--- config.mk ---
export PLATFORM = sky130hd
export DESIGN_NAME = dcv_device_flat
export DESIGN_NICKNAME = d
export VERILOG_FILES = /design/src/rtl/dcv_pkg.sv /design/src/rtl/dcv_link_if.sv /design/src/rtl/dcv_device.sv /design/src/flat_wrapper.sv
export VERILOG_INCLUDE_DIRS = /design/src /design/src/rtl
export SDC_FILE = /design/constraint.sdc
export NUM_CORES = 1
export LEC_CHECK = 0
export ABC_CLOCK_PERIOD_IN_PS = 3400
export BUFFER_PORTS_ARGS = -buffer_cell sky130_fd_sc_hd__buf_2
export CAP_MARGIN = 20
export CELL_PAD_IN_SITES_DETAIL_PLACEMENT = 1
export CELL_PAD_IN_SITES_GLOBAL_PLACEMENT = 1
export CORE_ASPECT_RATIO = 1.4
export CORE_MARGIN = 4
export CORE_UTILIZATION = 25
export DETAILED_ROUTE_END_ITERATION = 7
export HOLD_SLACK_MARGIN = 0.1
export PLACE_DENSITY_LB_ADDON = 0.1
export SLEW_MARGIN = 5
export SYNTH_ARGS = -nofsm -noshare
export SYNTH_HDL_FRONTEND = slang
export SYNTH_SLANG_ARGS = --single-unit
--- constraint.sdc ---
create_clock -name ref_clk_i -period 3.4 [get_ports ref_clk_i]
set_clock_uncertainty 0.15 [all_clocks]
set_input_delay 0.68 -clock ref_clk_i [delete_from_list [all_inputs] [get_ports ref_clk_i]]
set_output_delay 0.68 -clock ref_clk_i [all_outputs]
set_load 0.01 [all_outputs]
--- src/rtl/dcv_defines.svh ---
`ifndef DCV_DEFINES_SVH
`define DCV_DEFINES_SVH

`define DCV_DATA_W        10
`define DCV_FIFO_DEPTH    4
`define DCV_CLK_PERIOD_NS 4
`define DCV_SETTLE_US     50
`define DCV_SETTLE_CYC    ((`DCV_SETTLE_US * 1000) / `DCV_CLK_PERIOD_NS)
`define DCV_CNT_W         16
`define DCV_CODE_ZERO     10'h000
`define DCV_MODE_RESET    3'h4
`define DCV_REF_HANDOVER_CYC 8

`endif

--- src/rtl/dcv_pkg.sv ---
package dcv_pkg;
	typedef enum logic [1:0]
	{
		DCV_ACTIVE,
		DCV_STANDBY,
		DCV_SHUTDOWN,
		DCV_WAKING
	} dcv_power_type;
endpackage

--- src/rtl/dcv_link_if.sv ---
`timescale 1ns/1ns
`include "dcv_defines.svh"

interface dcv_link_if;
	logic [`DCV_DATA_W-1:0] sample_word;
	logic                   power_down_select;
	logic                   converter_enable;
	logic                   reference_select_n;
	logic                   reference_pin_i;
	logic                   reference_pin_o;
	logic                   reference_pin_oe_n;
	logic                   ext_ref_o;
	logic                   ext_ref_oe_n;

	modport device
	(
		input  sample_word,
		input  power_down_select,
		input  converter_enable,
		input  reference_select_n,
		input  reference_pin_i,
		output reference_pin_o,
		output reference_pin_oe_n
	);
	modport host
	(
		output sample_word,
		output power_down_select,
		output converter_enable,
		output reference_select_n,
		output ext_ref_o,
		output ext_ref_oe_n,
		input  reference_pin_i
	);
endinterface

--- src/rtl/dcv_device.sv ---
// What this block does
// select low uses internal reference on pin
// select high releases pin for outside
// standby needs both mode inputs low
// standby keeps reference, stops current array
// enable high leaves standby, settles 50us
// power-down high shuts down, enable ignored
// shutdown exit settles fifty microseconds
// wake resumes last pre-standby output
// every rising edge captures ten bits
// output follows latch one clock later
`timescale 1ns/1ns
`include "dcv_defines.svh"

module dcv_device #(
	parameter int W          = `DCV_DATA_W,
	parameter int SETTLE_CYC = `DCV_SETTLE_CYC
)(
	input  wire logic         ref_clk_i,      // converter clock
	input  wire logic         rst_n_i,        // async reset
	dcv_link_if.device        link,           // pins from host
	output logic [W-1:0]      dac_code_o,     // converter register
	output logic              array_on_o,     // current array on
	output logic              amp_on_o,       // control amp on
	output logic              int_ref_on_o,   // internal reference on
	output logic              settled_o,      // output settled
	output logic [1:0]        power_state_o   // dcv_power_type
);
	////////////////////////////////////////////////////////////////////
	localparam logic [2:0] MODE_RESET = `DCV_MODE_RESET;
	logic [2:0]      mode_pin;
	logic [2:0]      mode_sync [3];
	logic [2:0]      mode_q;
	genvar           g;
	logic            pd_q;
	logic            en_q;
	logic            rs_q;
	logic [W-1:0]    input_latch;
	logic [`DCV_CNT_W-1:0] settle_cnt;
	dcv_pkg::dcv_power_type state;
	dcv_pkg::dcv_power_type next_state;

	// three-stage sync per mode pin, change accepted when last two agree
	// bit 2 power-down select, bit 1 converter enable, bit 0 ref select
	assign mode_pin = {link.power_down_select,
	                   link.converter_enable,
	                   link.reference_select_n};

	for (g = 0; g < 3; g++)
	begin : g_sync
		always_ff @(posedge ref_clk_i or negedge rst_n_i)
			if (!rst_n_i)
			begin
				mode_sync[g] <= {3{MODE_RESET[g]}};
				mode_q[g]    <= MODE_RESET[g];
			end
			else
			begin
				mode_sync[g] <= {mode_sync[g][1:0], mode_pin[g]};
				if (mode_sync[g][2] == mode_sync[g][1])
					mode_q[g] <= mode_sync[g][2];
			end
	end

	assign pd_q = mode_q[2];
	assign en_q = mode_q[1];
	assign rs_q = mode_q[0];

	////////////////////////////////////////////////////////////////////
	always_comb
	begin
		next_state = state;
		case (state)
			dcv_pkg::DCV_ACTIVE:
				if (pd_q)
					next_state = dcv_pkg::DCV_SHUTDOWN;
				else if (!en_q)
					next_state = dcv_pkg::DCV_STANDBY;
			dcv_pkg::DCV_STANDBY, dcv_pkg::DCV_SHUTDOWN:
				if (pd_q)
					next_state = dcv_pkg::DCV_SHUTDOWN;
				else if (en_q)
					next_state = dcv_pkg::DCV_WAKING;
				else
					next_state = dcv_pkg::DCV_STANDBY;
			dcv_pkg::DCV_WAKING:
				if (pd_q)
					next_state = dcv_pkg::DCV_SHUTDOWN;
				else if (!en_q)
					next_state = dcv_pkg::DCV_STANDBY;
				else if (settle_cnt == `DCV_CNT_W'(SETTLE_CYC - 1))
					next_state = dcv_pkg::DCV_ACTIVE;
			default:
				next_state = dcv_pkg::DCV_SHUTDOWN;
		endcase
	end

	always_ff @(posedge ref_clk_i or negedge rst_n_i)
		if (!rst_n_i)
			state <= dcv_pkg::DCV_SHUTDOWN;
		else
			state <= next_state;

	always_ff @(posedge ref_clk_i or negedge rst_n_i)
		if (!rst_n_i)
			settle_cnt <= '0;
		else if (state == dcv_pkg::DCV_WAKING)
			settle_cnt <= settle_cnt + 1'b1;
		else
			settle_cnt <= '0;

	////////////////////////////////////////////////////////////////////
	// data path: every edge loads the input latch
	always_ff @(posedge ref_clk_i or negedge rst_n_i)
		if (!rst_n_i)
			input_latch <= `DCV_CODE_ZERO;
		else
			input_latch <= link.sample_word;

	// converter register holds while the array is off, so wake resumes it
	always_ff @(posedge ref_clk_i or negedge rst_n_i)
		if (!rst_n_i)
			dac_code_o <= `DCV_CODE_ZERO;
		else if (next_state == dcv_pkg::DCV_ACTIVE &&
		         state == dcv_pkg::DCV_ACTIVE)
			dac_code_o <= input_latch;

	////////////////////////////////////////////////////////////////////
	// analog enables follow the next state, so they flip with it
	always_ff @(posedge ref_clk_i or negedge rst_n_i)
		if (!rst_n_i)
		begin
			array_on_o   <= 1'b0;
			amp_on_o     <= 1'b0;
			int_ref_on_o <= 1'b0;
		end
		else
		begin
			array_on_o   <= (next_state == dcv_pkg::DCV_ACTIVE) ||
			                (next_state == dcv_pkg::DCV_WAKING);
			amp_on_o     <= (next_state != dcv_pkg::DCV_SHUTDOWN);
			int_ref_on_o <= !rs_q &&
			                (next_state != dcv_pkg::DCV_SHUTDOWN);
		end

	// status outputs
	always_ff @(posedge ref_clk_i or negedge rst_n_i)
		if (!rst_n_i)
		begin
			settled_o     <= 1'b0;
			power_state_o <= 2'h2;
		end
		else
		begin
			settled_o     <= (next_state == dcv_pkg::DCV_ACTIVE);
			power_state_o <= 2'(next_state);
		end

	// internal reference drives the pin only when selected
	always_ff @(posedge ref_clk_i or negedge rst_n_i)
		if (!rst_n_i)
		begin
			link.reference_pin_o    <= 1'b0;
			link.reference_pin_oe_n <= 1'b1;
		end
		else
		begin
			link.reference_pin_o    <= 1'b1;
			link.reference_pin_oe_n <= rs_q ||
			                (next_state == dcv_pkg::DCV_SHUTDOWN);
		end
endmodule

--- src/flat_wrapper.sv ---
// flat-port wrapper written by rule: the top's interface ports become plain ports
module dcv_device_flat 
#(
	parameter int W          = `DCV_DATA_W,
	parameter int SETTLE_CYC = `DCV_SETTLE_CYC
)
  (ref_clk_i, rst_n_i, dac_code_o, array_on_o, amp_on_o, int_ref_on_o, settled_o, power_state_o, link_sample_word, link_power_down_select, link_converter_enable, link_reference_select_n, link_reference_pin_i, link_reference_pin_o, link_reference_pin_oe_n);
  dcv_link_if link_i ();
  input  wire logic ref_clk_i;
  input  wire logic rst_n_i;
  output logic [W-1:0] dac_code_o;
  output logic array_on_o;
  output logic amp_on_o;
  output logic int_ref_on_o;
  output logic settled_o;
  output logic [1:0] power_state_o;
  input wire logic [$bits(link_i.sample_word)-1:0] link_sample_word;
  input wire logic [$bits(link_i.power_down_select)-1:0] link_power_down_select;
  input wire logic [$bits(link_i.converter_enable)-1:0] link_converter_enable;
  input wire logic [$bits(link_i.reference_select_n)-1:0] link_reference_select_n;
  input wire logic [$bits(link_i.reference_pin_i)-1:0] link_reference_pin_i;
  output wire logic [$bits(link_i.reference_pin_o)-1:0] link_reference_pin_o;
  output wire logic [$bits(link_i.reference_pin_oe_n)-1:0] link_reference_pin_oe_n;
  assign link_i.sample_word = link_sample_word;
  assign link_i.power_down_select = link_power_down_select;
  assign link_i.converter_enable = link_converter_enable;
  assign link_i.reference_select_n = link_reference_select_n;
  assign link_i.reference_pin_i = link_reference_pin_i;
  assign link_reference_pin_o = link_i.reference_pin_o;
  assign link_reference_pin_oe_n = link_i.reference_pin_oe_n;
  dcv_device #(.W(W), .SETTLE_CYC(SETTLE_CYC)) u_core (.ref_clk_i(ref_clk_i), .rst_n_i(rst_n_i), .link(link_i), .dac_code_o(dac_code_o), .array_on_o(array_on_o), .amp_on_o(amp_on_o), .int_ref_on_o(int_ref_on_o), .settled_o(settled_o), .power_state_o(power_state_o));
endmodule
==> impl_results.md <==
* Status: completed
* Layout cells sized above 1 at 32.7%
* Min-Delay Path Class: flip-flop to flip-flop
* Area after DPL at between 2000 and 2500 sq um
* Vias in the first global route at 1614
* Root buf cell: clkbuf_16
* RSZ-0062 raised after global routing: no
* Core Region at 8560 sq um
* Initial antenna violation count at 0
* Reg area at around 1400 sq um
* Yosys Warn Count at 0
* Worst hold slack at about 200 ps
* Die height at 119 um
* Mapped Nets at 184
* IR drop worst, VDD at approximately 0.32 mV
* CTS sink count at 56
* DRC at 0
* ANT nets after route at 0
* Commonest non-fill, non-tap cell in the layout: dfrtp_1
* DR vias/cell at around 4.4
* Leak at approximately 1.2 nW
* Ordered cell list for the critical path: ha_1, nand4bb_1, nor4_2, a311o_1, ha_1, nand2_1, mux2_2
* I/O pin count at 34
* Commonest cells after routing, fill and taps aside: 50 x dfrtp_1, 32 x buf_2, 13 x nand2_1
* Unique cell type count in the Yosys netlist at 37
* Total die area at ~10000 sq um
* First-pass GRT wire length at around 7600 um
* Seq/Total Area, Yosys at between 60 and 70%
* Largest net degree at the start of global routing at 39
* Row cnt at 40
* Worst-Margin Slew at 832 ps
* Initial Utilization at roughly a quarter
* Fin crit share at 80.0%
* Worst-Skew Late Latency at 290 ps
* Fin nets at between 200 and 250
* Required time worst endpoint at ~3400 ps
* Setup TNS at 0 ps
* Die width at 87.1 um
* Crit-path max FO at 10
* Data arrival, critical path at 2750 ps
* Total Power at 1.93 mW
* Area grow syn2layout at 20.7%
* F_max at between 300 and 400 MHz
* CP most frequent cell: ha_1
* Fin area at between 2000 and 3000 sq um
* Slew Viols, Final at 0
* Crit-path slowest cell: nor4_2
* Post-CTS Setup Inserts at 0
* Post-Synthesis Cells at between 150 and 200
* Yosys reg bits at 56
* PostCTS Resize Cnt at 0
* Worst-path clk slew at 70 ps
* Hold Violations, Final at 0
* Clock Tree Buf Depth at 2
* Max_slew headroom at between 40 and 50%
* CTS tree: yes
* Syn avg cell area at 13.5 sq um
* Multi-input gate area at between 700 and 800 sq um
* Critical setup path kind: flip-flop to flip-flop
* Synth Cell Area at between 2000 and 2500 sq um
* WL final at between 4000 and 5000 um
* I/O Buffers at 32
* Initial DRC count at 16
* Period minus WS final at 2720 ps
* Ant diodes at 0
* Routed vias at approximately 1400
* PwrDens at about 730 nW/um^2
* Layout filler cell count at ~930
* CP max stage delay at approximately 470 ps
* Hold Buf Count CTS at 0
* CP endpoint kind: flip-flop
* Total routing usage reported by global routing at about a tenth
* Gr ovfl total at 0
* Pre-antenna DRT Iters at 2
* CP Buf/Inv Count at 0
* Post-DP HPWL at about 3200 um
* H-tree level count at 2
* GPL Wtd Cong at 0.697
* Crit path max-delay family: simple AND/OR/NAND/NOR gates
* Cts bufs inserted at 5
* Startpoint Class: flip-flop
* Max cap viols at 0
* Final setup viols at 0
* DR WL/cell at around 14 um
## worst paths after layout
kind	cells after the start	slack, ps	from	end
worst max-delay path	7	680	u_core.settle_cnt[0]$_DFF_PN0_	u_core.dac_code_o[0]$_DFFE_PN0P_
worst min-delay path	0	200	u_core.mode_sync[3]$_DFF_PN0_	u_core.mode_sync[4]$_DFF_PN0_
worst max register to register	7	680	u_core.settle_cnt[0]$_DFF_PN0_	u_core.dac_code_o[0]$_DFFE_PN0P_
worst min register to register	0	200	u_core.mode_sync[3]$_DFF_PN0_	u_core.mode_sync[4]$_DFF_PN0_
max in group asynchronous	2	2020	rst_n_i	u_core.state[1]$_DFF_PN1_
min in group asynchronous	1	330	rst_n_i	u_core.settle_cnt[5]$_DFF_PN0_
## cell usage after synthesis, drive strengths merged
| library cell | number | share of area, % |
|---|---|---|
| a211oi | 1 | 0.34 |
| a21boi | 2 | 0.68 |
| a21oi | 3 | 0.68 |
| a311o | 1 | 0.46 |
| a311oi | 1 | 0.40 |
| and2 | 10 | 2.9 |
| buf | 1 | 0.51 |
| clkbuf | 2 | 0.34 |
| conb | 1 | 0.17 |
| dfrtp | 50 | 57 |
| dfstp | 6 | 7.2 |
| ha | 6 | 3.4 |
| inv | 7 | 1.2 |
| maj3 | 3 | 1.4 |
| mux2 | 10 | 5.1 |
| mux2i | 3 | 1.4 |
| nand2 | 13 | 2.2 |
| nand2b | 3 | 0.86 |
| nand3 | 6 | 1.6 |
| nand4 | 2 | 0.86 |
| nand4bb | 1 | 0.51 |
| nor2 | 2 | 0.34 |
| nor2b | 1 | 0.29 |
| nor3 | 5 | 1.1 |
| nor4 | 5 | 3.0 |
| o21ai | 2 | 0.46 |
| o22a | 1 | 0.40 |
| o22ai | 1 | 0.29 |
| o2bb2ai | 1 | 0.40 |
| or2 | 1 | 0.29 |
| or3 | 2 | 0.57 |
| xnor2 | 3 | 1.2 |
| xor2 | 6 | 2.4 |
## final cells by class
cell class                 count  share of cell area [%]
clock buffer                   6                    5.25
clock inverter                 2                   0.710
inverter                       7                   0.993
multi-input combinational     96                    27.9
sequential                    56                    53.3
tap                          105                    4.97
timing repair buffer          35                    6.91
## cells by family (layout without fill, tap and decap cells)
logic type	Yosys count	in the layout	synth area share, %
other	1	1	0.171
DFF	56	56	64.3
muxes	13	13	6.51
adders and majority gates	9	9	4.79
buffers and inverters	10	50	2.06
and+or+nand+nor	51	51	14.5
AOI/OAI and AO/OA	13	13	4.11
xor gates and xnor gates	9	9	3.60
## per-layer routing
metal,track usage [%],vias up,wire (um)
met5,0,-,0
met4,5.37,0,153
met3,2.65,10,182
met2,16.8,30,2370
met1,9.51,683,1650
li1,-,629,-
## per-stage QoR
stage | setup WS (ps) | cells | utilization [%]
detailed placement | 640 | 299 | 29.1
floorplan | 947 | 162 | -
CTS | 636 | 307 | 30.9
global route | 536 | 307 | 30.9
finish | 682 | 307 | 30.9
global placement | 709 | 299 | 29.1
## report_power, final
group | total [mW] | switching, mW | internal (mW)
clock | 0.541 | 0.242 | 0.299
sequential | 0.860 | 0.0594 | 0.800
combinational | 0.526 | 0.290 | 0.235
total | 1.93 | 0.592 | 1.33
## sequential cells by signal (all words and copies together) (netlist names)
register and cells:
u_core.mode_sync 9, u_core.dac_code_o 10, u_core.array_on_o 1, u_core.int_ref_on_o 1, u_core.state 2, u_core.settle_cnt 16, u_core.link.reference_pin_oe_n 1, u_core.input_latch 10
u_core.en_q 1, u_core.rs_q 1, u_core.link.reference_pin_o 1, u_core.amp_on_o 1, u_core.pd_q 1, u_core.settled_o 1
Note: power is estimated with default switching activity, not from simulation.
